===== src/hdl/ccdr_defines.vh =====
// Constants for the full frame sensor readout timing generator.
// Assumes a single 20 MHz clock; included by the controller only.
`ifndef CCDR_DEFINES_VH
`define CCDR_DEFINES_VH

`define CCDR_CLK_MHZ        20
`define CCDR_TOTAL_PIX      3103
`define CCDR_TOTAL_LINES    3086
`define CCDR_DUMMY_LEAD     14
`define CCDR_DUMMY_TRAIL    3
`define CCDR_DARK_PIX       20
`define CCDR_DARK_LINES_TOP 20
`define CCDR_DARK_LINES_BOT 9
`define CCDR_EFF_SIZE       3085
`define CCDR_ACT_SIZE       3056
// Active window offset into the lit area; centres it across the columns
`define CCDR_ACT_PIX_OFS    5
`define CCDR_ACT_LINE_OFS   0
// Vertical pulse width in microseconds, cycles derived from it
`define CCDR_VPULSE_US      20
`define CCDR_VPULSE_CYC     (`CCDR_VPULSE_US * `CCDR_CLK_MHZ)
// Clock cycles per horizontal pixel phase (2 MHz pixel rate at 20 MHz)
`define CCDR_HDIV           5
`define CCDR_EXPO_DEFAULT   20000

`endif


===== src/hdl/ccdr_ctrl.v =====
// Timing generator driving a full frame sensor's vertical, horizontal
// and clear-gate clocks, plus pixel classification of sampled codes.
// Assumes an external converter presents adc_data on each sample strobe.
`timescale 1ns/1ns
`include "ccdr_defines.vh"

module ccdr_ctrl #(
    parameter DATA_W     = 12,
    parameter TOTAL_PIX  = `CCDR_TOTAL_PIX,
    parameter TOTAL_LINE = `CCDR_TOTAL_LINES,
    parameter VPULSE_CYC = `CCDR_VPULSE_CYC,
    parameter EXPO_CYC   = `CCDR_EXPO_DEFAULT
) (
    input  wire              clk,
    input  wire              reset_n,
    input  wire              frame_start,
    input  wire [DATA_W-1:0] adc_data,
    input  wire              out_ready,
    output reg               vertical_phase_a,
    output reg               vertical_phase_b,
    output reg               horizontal_phase_a,
    output wire              horizontal_phase_b,
    output reg               sense_node_clear_gate,
    output reg               adc_sample,
    output reg               busy,
    output wire              out_valid,
    output wire [DATA_W-1:0] out_data,
    output wire              out_dark,
    output wire              out_active,
    output wire              out_effective,
    output wire              out_line_end,
    output wire              out_frame_end,
    output wire              overflow
);

    // Sequencer state codes
    localparam [2:0] ST_IDLE = 3'd0;
    localparam [2:0] ST_EXPO = 3'd1;
    localparam [2:0] ST_VA   = 3'd2;
    localparam [2:0] ST_VB   = 3'd3;
    localparam [2:0] ST_VEND = 3'd4;
    localparam [2:0] ST_HSH  = 3'd5;
    localparam [3:0] HDIV    = `CCDR_HDIV;
    localparam       BW      = DATA_W + 5;

    reg  [2:0]  state_q;
    reg  [31:0] tmr_q;
    reg  [12:0] pix_q;
    reg  [12:0] line_q;
    reg  [3:0]  ph_q;
    reg         ovf_q;

    // Classification of the pixel just sampled
    wire pix_dummy = (pix_q < `CCDR_DUMMY_LEAD) ||
                     (pix_q >= TOTAL_PIX - `CCDR_DUMMY_TRAIL);
    wire pix_dkcol = !pix_dummy &&
                     (pix_q < `CCDR_DUMMY_LEAD + `CCDR_DARK_PIX);
    wire ln_dark   = (line_q < `CCDR_DARK_LINES_TOP) ||
                     (line_q >= TOTAL_LINE - `CCDR_DARK_LINES_BOT);
    // Window corners: both windows stay inside the read frame so they keep
    // their full size; a window running past the frame would silently shrink
    localparam EFF_PX0 = `CCDR_DUMMY_LEAD;
    localparam ACT_PX0 = `CCDR_DUMMY_LEAD + `CCDR_DARK_PIX + `CCDR_ACT_PIX_OFS;
    localparam ACT_LN0 = `CCDR_DARK_LINES_TOP + `CCDR_ACT_LINE_OFS;
    // Effective area: first pixel after the leading dummies, top line on
    wire pix_eff   = (pix_q >= EFF_PX0) && (pix_q < EFF_PX0 + `CCDR_EFF_SIZE) &&
                     (line_q < `CCDR_EFF_SIZE);
    // Active area: lit pixels only, clear of dark lines, columns and dummies
    wire pix_act   = (pix_q >= ACT_PX0) && (pix_q < ACT_PX0 + `CCDR_ACT_SIZE) &&
                     (line_q >= ACT_LN0) && (line_q < ACT_LN0 + `CCDR_ACT_SIZE);
    wire last_pix  = pix_q == TOTAL_PIX - 1;
    wire last_line = line_q == TOTAL_LINE - 1;

    // Code inverted so that a larger word means more light
    wire [BW-1:0] in_word = {~adc_data,
                             !pix_dummy && (pix_dkcol || ln_dark),
                             pix_act, pix_eff, last_pix, last_pix && last_line};
    wire in_ready;

    // Horizontal b is the complement of a by construction
    // One output per clock name; the board fans it to every pin of that
    // name, so all copies of a clock share one edge timing
    assign horizontal_phase_b = ~horizontal_phase_a;
    assign overflow           = ovf_q;

    // Main sequencer: exposure, vertical transfer, horizontal shift
    always @(posedge clk) begin
        if (!reset_n) begin
            state_q               <= ST_IDLE;
            tmr_q                 <= 32'h0;
            pix_q                 <= 13'h0;
            line_q                <= 13'h0;
            ph_q                  <= 4'h0;
            vertical_phase_a      <= 1'b0;
            vertical_phase_b      <= 1'b0;
            horizontal_phase_a    <= 1'b1;
            sense_node_clear_gate <= 1'b0;
            adc_sample            <= 1'b0;
            busy                  <= 1'b0;
            ovf_q                 <= 1'b0;
        end else begin
            adc_sample            <= 1'b0;
            sense_node_clear_gate <= 1'b0;
            // The sensor cannot be paused mid-line, so a full buffer
            // has to drop the sample and flag it
            if (adc_sample && !in_ready)
                ovf_q <= 1'b1;     // Sticky until reset; word dropped
            case (state_q)
            ST_IDLE: begin
                // Requests only looked at here; a restart while busy is ignored
                vertical_phase_a <= 1'b0;
                vertical_phase_b <= 1'b0;
                if (frame_start) begin
                    state_q <= ST_EXPO;
                    tmr_q   <= 32'h0;
                    line_q  <= 13'h0;
                    busy    <= 1'b1;
                end
            end
            ST_EXPO: begin
                // Vertical clocks held low while charge integrates
                vertical_phase_a <= 1'b0;
                vertical_phase_b <= 1'b0;
                if (tmr_q >= EXPO_CYC - 1) begin
                    state_q <= ST_VA;
                    tmr_q   <= 32'h0;
                end else
                    tmr_q <= tmr_q + 32'h1;
            end
            ST_VA: begin
                // Horizontal a kept high across the whole line transfer
                horizontal_phase_a <= 1'b1;
                vertical_phase_a   <= 1'b1;
                if (tmr_q >= VPULSE_CYC - 1) begin
                    state_q          <= ST_VB;
                    tmr_q            <= 32'h0;
                    vertical_phase_a <= 1'b0;
                    vertical_phase_b <= 1'b1;
                end else
                    tmr_q <= tmr_q + 32'h1;
            end
            ST_VB: begin
                // Phase b falls at the end; the line drops into the register
                if (tmr_q >= VPULSE_CYC - 1) begin
                    state_q          <= ST_VEND;
                    tmr_q            <= 32'h0;
                    vertical_phase_b <= 1'b0;
                end else
                    tmr_q <= tmr_q + 32'h1;
            end
            ST_VEND: begin
                // Settle one pulse width before shifting
                if (tmr_q >= VPULSE_CYC - 1) begin
                    state_q <= ST_HSH;
                    tmr_q   <= 32'h0;
                    pix_q   <= 13'h0;
                    ph_q    <= 4'h0;
                end else
                    tmr_q <= tmr_q + 32'h1;
            end
            ST_HSH: begin
                // One pixel per two phases; sample then clear the node
                if (ph_q == HDIV - 1) begin
                    ph_q               <= 4'h0;
                    horizontal_phase_a <= ~horizontal_phase_a;
                    if (horizontal_phase_a)
                        adc_sample <= 1'b1;
                    else if (last_pix) begin
                        state_q            <= last_line ? ST_IDLE : ST_VA;
                        busy               <= !last_line;
                        line_q             <= last_line ? 13'h0 : line_q + 13'h1;
                        horizontal_phase_a <= 1'b1;
                    end else
                        pix_q <= pix_q + 13'h1;
                end else
                    ph_q <= ph_q + 4'h1;
                if (adc_sample)
                    sense_node_clear_gate <= 1'b1;
            end
            default: state_q <= ST_IDLE;
            endcase
        end
    end

    // Two-entry buffer; a stall loses no word until both entries are full, then a new word is dropped
    reg  [BW-1:0] buf_q [0:1];
    reg           wr_q;
    reg           rd_q;
    reg  [1:0]    cnt_q;
    wire          push = adc_sample && in_ready;
    wire          pop  = out_valid && out_ready;
    assign in_ready  = cnt_q != 2'd2;
    assign out_valid = cnt_q != 2'd0;
    wire [BW-1:0] head = buf_q[rd_q];

    always @(posedge clk) begin
        if (!reset_n) begin
            wr_q     <= 1'b0;
            rd_q     <= 1'b0;
            cnt_q    <= 2'd0;
            buf_q[0] <= {BW{1'b0}};
            buf_q[1] <= {BW{1'b0}};
        end else begin
            if (push) begin
                buf_q[wr_q] <= in_word;
                wr_q        <= ~wr_q;
            end
            if (pop)
                rd_q <= ~rd_q;
            // Push and pop in one cycle leave the count as it is
            cnt_q <= cnt_q + {1'b0, push} - {1'b0, pop};
        end
    end

    // Flags travel beside the code so each word describes itself
    assign out_data      = head[BW-1:5];
    assign out_dark      = head[4];
    assign out_active    = head[3];
    assign out_effective = head[2];
    assign out_line_end  = head[1];
    assign out_frame_end = head[0];

endmodule


===== config.mk =====
export PLATFORM = sky130hd
export DESIGN_NAME = ccdr_ctrl
export DESIGN_NICKNAME = d
export VERILOG_FILES = /design/src/hdl/ccdr_ctrl.v
export VERILOG_INCLUDE_DIRS = /design/src /design/src/hdl
export SDC_FILE = /design/constraint.sdc
export NUM_CORES = 1
export LEC_CHECK = 0
export ABC_AREA = 0
export ABC_CLOCK_PERIOD_IN_PS = 2900
export BUFFER_PORTS_ARGS = -buffer_cell sky130_fd_sc_hd__buf_2
export CAP_MARGIN = 0
export CORE_ASPECT_RATIO = 0.7
export CORE_UTILIZATION = 40
export CTS_BUF_LIST = sky130_fd_sc_hd__clkbuf_8
export CTS_CLUSTER_SIZE = 20
export DETAILED_ROUTE_END_ITERATION = 6
export HOLD_SLACK_MARGIN = 0.08
export PLACE_DENSITY = 0.58
export SLEW_MARGIN = 5
export SYNTH_ARGS = -nofsm -noshare
export SYNTH_HDL_FRONTEND = slang
export SYNTH_SLANG_ARGS = --single-unit

===== constraint.sdc =====
create_clock -name clk -period 2.9 [get_ports clk]
set_clock_uncertainty 0.15 [all_clocks]
set_input_delay 0.29 -clock clk [delete_from_list [all_inputs] [get_ports clk]]
set_output_delay 0.29 -clock clk [all_outputs]
set_load 0.1 [all_outputs]

# ---- Yosys cells after proc, flatten, opt, wreduce, memory -nomap -nowiden
# Memory sizes are Yosys's and may differ from the RTL's. A register that Yosys moved wholly into a read port is not among the register bits.
# Index checks and enable logic that the tools add are counted.
dict set report classes {
  n_addsub 6
  order_cmp 14
  eq_ne 18
  n_mux 53
  n_bitwise 4
  n_reduce_logical 37
}
# op count
set ops {}
lappend ops {{$mux W13} 9}
lappend ops {{$mux W32} 3}
lappend ops {{$pmux W32 S3} 1}
lappend ops {{$lt A13 B12 Y1 const B} 4}
lappend ops {{$pmux W13 S2} 2}
lappend ops {{$add A32 B1 Y32 const B} 1}
lappend ops {{$ge A32 B15 Y1 const B} 1}
lappend ops {{$ge A32 B9 Y1 const B} 1}
lappend ops {{$add A13 B1 Y13 const B} 2}
lappend ops {{$eq A13 B12 Y1 const B} 2}
lappend ops {{$ge A13 B12 Y1 const B} 2}
lappend ops {{$mux W3} 8}
lappend ops {{$mux W1} 20}
lappend ops {{$ne A2 B2 Y1 const B} 10}
lappend ops {{$pmux W3 S6} 1}
lappend ops {{$mux W17} 1}
lappend ops {{$reduce_or A17 Y1} 1}
lappend ops {{$ge A13 B4 Y1 const B} 1}
lappend ops {{$ge A13 B5 Y1 const B} 1}
lappend ops {{$ge A13 B6 Y1 const B} 1}
lappend ops {{$lt A13 B4 Y1 const B} 1}
lappend ops {{$lt A13 B5 Y1 const B} 1}
lappend ops {{$lt A13 B6 Y1 const B} 1}
lappend ops {{$not A12 Y12} 1}
lappend ops {{other kinds (25)} 56}
dict set report word_totals {
  ff_bits 76
  ram_bits 34
  output_inout_bits 26
  wordCells 148
  mem_count 1
}
# name words width rd rd_ports_with_merged_regs wr line_no
set memory_table {}
lappend memory_table {buf_q 2 17 1 1 2 ccdr_ctrl.v:186} ;# reg [BW-1:0] buf_q [0:1];

# ---- Depth between registers and ports, before layout
dict set report depth {
  depth_word 7
  mapped_depth 9
  mapped_depth_nobuf 9
}

# ---- Worst setup path after synthesis
# Ideal clock, no wire load.
dict set report synth_timing {
  path_kind {register to register}
  start {reg adc_sample}
  end {mem buf_q[0][0] in the netlist's numbering (enable)}
  t_arrival_ps 2537
  slack_ps -202
  stages_incl_launch_ff 3
  n_path_buf 0
  period_less_slack_ps 3102
  cell_sequence {dfxtp_1 nand2_1 o21ai_0}
}
# element line_no
set synth_lines {}
lappend synth_lines {{start, declared} ccdr_ctrl.v:24} ;# output reg adc_sample,
lappend synth_lines {{start signal, assigned} ccdr_ctrl.v:98} ;# adc_sample <= 1'b0;
lappend synth_lines {{start signal, assigned} ccdr_ctrl.v:102} ;# adc_sample <= 1'b0;
lappend synth_lines {{start signal, assigned} ccdr_ctrl.v:167} ;# adc_sample <= 1'b1;
lappend synth_lines {{end, declared} ccdr_ctrl.v:186}

# ---- Final worst setup path
dict set report layout_timing {
  start {reg line_q[5]}
  end {reg line_q[11]}
}
dict set report layout_via {
  elab_chain_cells 6
  elab_cells_between_ends 7
  cone_classes {1 x add/sub; 1 x eq/ne; 5 x mux}
}
# element line_no
set layout_rtl {}
lappend layout_rtl {{start, declared} ccdr_ctrl.v:49} ;# reg [12:0] line_q;
lappend layout_rtl {{start signal, assigned} ccdr_ctrl.v:171} ;# line_q <= last_line ? 13'h0 : line_q + 13'h1;
lappend layout_rtl {{$add A13 B1 Y13 / $eq A13 B12 Y1 (equally long branches)} {ccdr_ctrl.v:171, ccdr_ctrl.v:72}}
lappend layout_rtl {{$mux W13 *} ccdr_ctrl.v:171}
lappend layout_rtl {{$mux W13 *} ccdr_ctrl.v:168} ;# else if (last_pix) begin
lappend layout_rtl {{$mux W13 *} ccdr_ctrl.v:166} ;# if (horizontal_phase_a)
lappend layout_rtl {{$mux W13 *} ccdr_ctrl.v:163} ;# if (ph_q == HDIV - 1) begin
lappend layout_rtl {{$pmux W13 S2 *} ccdr_ctrl.v:108} ;# case (state_q)
# Mark *: on every way between the ends. The rest lies on a longest branch, timed or not. The select of a mux whose other input is x is not followed.
# A chain may end at the register's enable or synchronous reset.

==> results.md <==
* Achievable Freq at around 390 MHz
* Required @ worst endpoint at 3.04 ns
* Standby leakage power at about 2.3 nW
* Count of antenna diodes in the layout at 0
* Distinct cell type count of the synthesized netlist at 74
* Total power draw at between 3 and 4 mW
* TritonCTS clock tree: built
* Share of Yosys cell area claimed by the top area cell type at between 20 and 30%
* Clock sinks at between 100 and 150
* Total negative setup slack at 0 ns
* Setup Crit Path Kind: reg2reg
* Overall die width at 147.7 microns
* Power density over the cells at between 500 and 600 nW/um^2
* Half-perimeter wire length after placement at 10080 microns
* Most repeated cell in the gate-level netlist after synthesis: sky130_fd_sc_hd__dfxtp_1
* Total Nets Final at between 700 and 800
* Synthesis-to-layout area growth at 11.84%
* Final Routed Wirelength at 14450 microns
* Total number of placement rows at 36
* Routability congestion estimate from global placement at between 0.8 and 0.9
* Sequential-to-total area share from yosys stat at 43.13%
* Post-Synthesis Cell Area at ~6000 sq um
* Total gr overflow at 0
* Post-layout util at 46.83%
* Top post-synthesis cells by count: sky130_fd_sc_hd__dfxtp_1, sky130_fd_sc_hd__nor2_1, sky130_fd_sc_hd__nand2_1, sky130_fd_sc_hd__nor3_1, sky130_fd_sc_hd__edfxtp_1
* Global-route wire length before repair at approximately 24000 microns
* Ratio of cells with drive above 1 in the final layout at ~17%
* Final slew viol count at 0
* Number of global-route vias before repair at between 4k and 5k
* Met2 WL post-DR at between 6000 and 7000 microns
* Biggest area contributors in the synthesized netlist: sky130_fd_sc_hd__dfxtp_1, sky130_fd_sc_hd__edfxtp_1, sky130_fd_sc_hd__nor2_1
* IO Port Bufs at 41
* Result of the run: completed
* Worst-margin pin slew at between 0.8 and 0.9 ns
* Final cell area excluding filler cells at between 6000 and 7000 sq um
* Layout Cells excl Fill at 885
* Pin count of the biggest net entering global routing at 35
* Setup violations, final at 0
* Number of clock buffers inserted by TritonCTS at 9
* Total global-route track usage at about a fifth
* Arrival @ worst endpoint at between 2 and 3 ns
* Max H-tree Level at 3
* Die Span Y at 104.0 microns
* Post-synthesis register bit count at approximately 110
* Number of flops mapped to enable cells by yosys at 34
* Max clock buf depth at 2
* Relative max-transition margin at between 40% and 50%
* Mapped Nets at between 600 and 700
* Wire per inst at around 16 microns
* Type of the tightest min-delay check: in2reg
* Routed length on met1 at 7359 microns
* Violation count after the first detailed-route iteration at ~320
* Min Clock Period, post-route at ~2.6 ns
* Maximum fanout encountered on the critical timing path at 16
* Dpl ws at between 0.3 and 0.4 ns
* Clk_lat worst skew at between 0.3 and 0.4 ns
* Uppermost routed layer: met4
* Clock slew at reported path FFs at 0.12 ns
* Share of the cycle needed by the critical path after routing at 88.88%
* Initial cell density of the core at between 40% and 50%
* Drt first pass iters at 5
* Post-DR vias/cell at 5.679
* Cell accounting for the most synthesized area: sky130_fd_sc_hd__dfxtp_1
* Max cap viols at 0
* Worst IR Drop VDD at between 0.2 and 0.3 mV
* Mapped Cells at approximately 650
* Yosys warnings at 0
* Post-cts gate resize count at 0
* Final worst slack at 0.3225 ns
* Most frequently used flop master after synthesis: sky130_fd_sc_hd__dfxtp_1
* Number of placed I/O pins at 42
* Final hold violations at 0
* Die Footprint at about 15000 sq um
* DR DRC count at 0
* Number of nets still failing antenna checks after routing at 0
* RSZ-0062 raised after global routing: no
* Placed cell areas at 6321 sq um
* Share of flip-flops with an asynchronous set or reset at 0%
* Standard cell core area at between 10000 and 15000 sq um
* Worst setup SP type: flop
* Worst hold slack at roughly 0.17 ns
* Cell total after placement at around 860
* Wire length on met3 at just over 600 microns
* Root buffer cell: sky130_fd_sc_hd__clkbuf_8
* Via count of the routed design at just over 5k
* Mean Syn Cell Area at roughly 9.2 sq um
* Antenna violations before repair at 0
* Endpoint class of the critical path: flop
[flip-flops by register name (all words and copies together) (netlist names), named ones only]
signal                 count
adc_sample                 1
buf_q                     34
busy                       1
cnt_q                      2
horizontal_phase_a         1
line_q                    13
overflow                   1
ph_q                       4
pix_q                     13
rd_q                       1
sense_node_clear_gate      1
state_q                    3
tmr_q                     32
vertical_phase_a           1
vertical_phase_b           1
wr_q                       1
[path summary, 6_finish.rpt]
path | slack, ns | to | cells after the start | start
worst max register to register | 0.32 | line_q[11] | 6 | line_q[5]
worst min-delay path | 0.17 | flop | 4 | out_ready
worst max-delay path | 0.32 | line_q[11] | 6 | line_q[5]
worst min register to register | 0.31 | busy | 2 | busy
[report_power, final]
group / total, mW / switching [mW] / internal (mW)
sequential: 1.78 / 0.112 / 1.66
combinational: 1.16 / 0.848 / 0.309
clock: 0.962 / 0.611 / 0.351
[layout make-up]
| cell class | instances | area [sq um] |
|---|---|---|
| well taps | 190 | 237.7 |
| inverters | 24 | 90.09 |
| flip-flops and latches | 111 | 2562 |
| multi-input cells | 470 | 3068 |
| clock inverters | 7 | 78.83 |
| repair buffers | 74 | 483.0 |
| fillers | 1377 | 7545 |
| clock buffers | 9 | 123.9 |
[worst max-delay path, cell delays in order (launching register included)]
cell	delay, ns
sky130_fd_sc_hd__dfxtp_1	0.38
sky130_fd_sc_hd__nor4_1	0.72
sky130_fd_sc_hd__nand3b_1	0.18
sky130_fd_sc_hd__o21ai_1	0.43
sky130_fd_sc_hd__buf_4	0.29
sky130_fd_sc_hd__nor4_1	0.07
sky130_fd_sc_hd__o31a_1	0.26
[timing repair]
action / 4_1_cts / 5_1_grt
hold buffers: 12 / 0
buffers inserted: 0 / 0
hold endpoints to repair: 24 / 0
[cell families after synthesis]
logic type	synth area share, %
xor+xnor	4.865
buf+inv	5.223
compound gates	11.98
mux	3.896
simple gates	28.58
flops	43.13
fa+ha+maj	2.317
[layout by cell type (no fill, tap or decap), types with 4 or more instances in the layout]
cell                            count
sky130_fd_sc_hd__mux2_2            17
sky130_fd_sc_hd__inv_1             22
sky130_fd_sc_hd__or4b_1             5
sky130_fd_sc_hd__or3_1              7
sky130_fd_sc_hd__xor2_1            14
sky130_fd_sc_hd__and2_1             7
sky130_fd_sc_hd__nor2_1            71
sky130_fd_sc_hd__o2bb2ai_1          4
sky130_fd_sc_hd__a2bb2oi_1          4
sky130_fd_sc_hd__nand4_1           27
sky130_fd_sc_hd__inv_8              4
sky130_fd_sc_hd__a31oi_1            5
sky130_fd_sc_hd__nand3_1           23
sky130_fd_sc_hd__buf_4             21
sky130_fd_sc_hd__nand3b_1           6
sky130_fd_sc_hd__dfxtp_1           77
sky130_fd_sc_hd__o31ai_1            5
sky130_fd_sc_hd__nand2_1           43
sky130_fd_sc_hd__a211oi_1           5
sky130_fd_sc_hd__o21ai_0           12
sky130_fd_sc_hd__and3_1             8
sky130_fd_sc_hd__xnor2_1           19
sky130_fd_sc_hd__o21a_1             5
sky130_fd_sc_hd__nor4_1            20
sky130_fd_sc_hd__or4_1              8
sky130_fd_sc_hd__ha_1              11
sky130_fd_sc_hd__o21ai_1            4
sky130_fd_sc_hd__o22ai_1            4
sky130_fd_sc_hd__a21oi_1           29
sky130_fd_sc_hd__or2_2              5
sky130_fd_sc_hd__dlygate4sd3_1     12
sky130_fd_sc_hd__clkbuf_8           9
sky130_fd_sc_hd__mux2i_1            4
sky130_fd_sc_hd__nor3_1            36
sky130_fd_sc_hd__a41oi_1            5
sky130_fd_sc_hd__edfxtp_1          34
sky130_fd_sc_hd__buf_2             41
[routing by layer]
metal,track usage (%),vias up
li1,-,2474
met1,28.32,2424
met2,29.62,114
met3,3.421,14
met4,4.345,0
met5,0,-
Note: power is estimated with default switching activity, not from simulation.
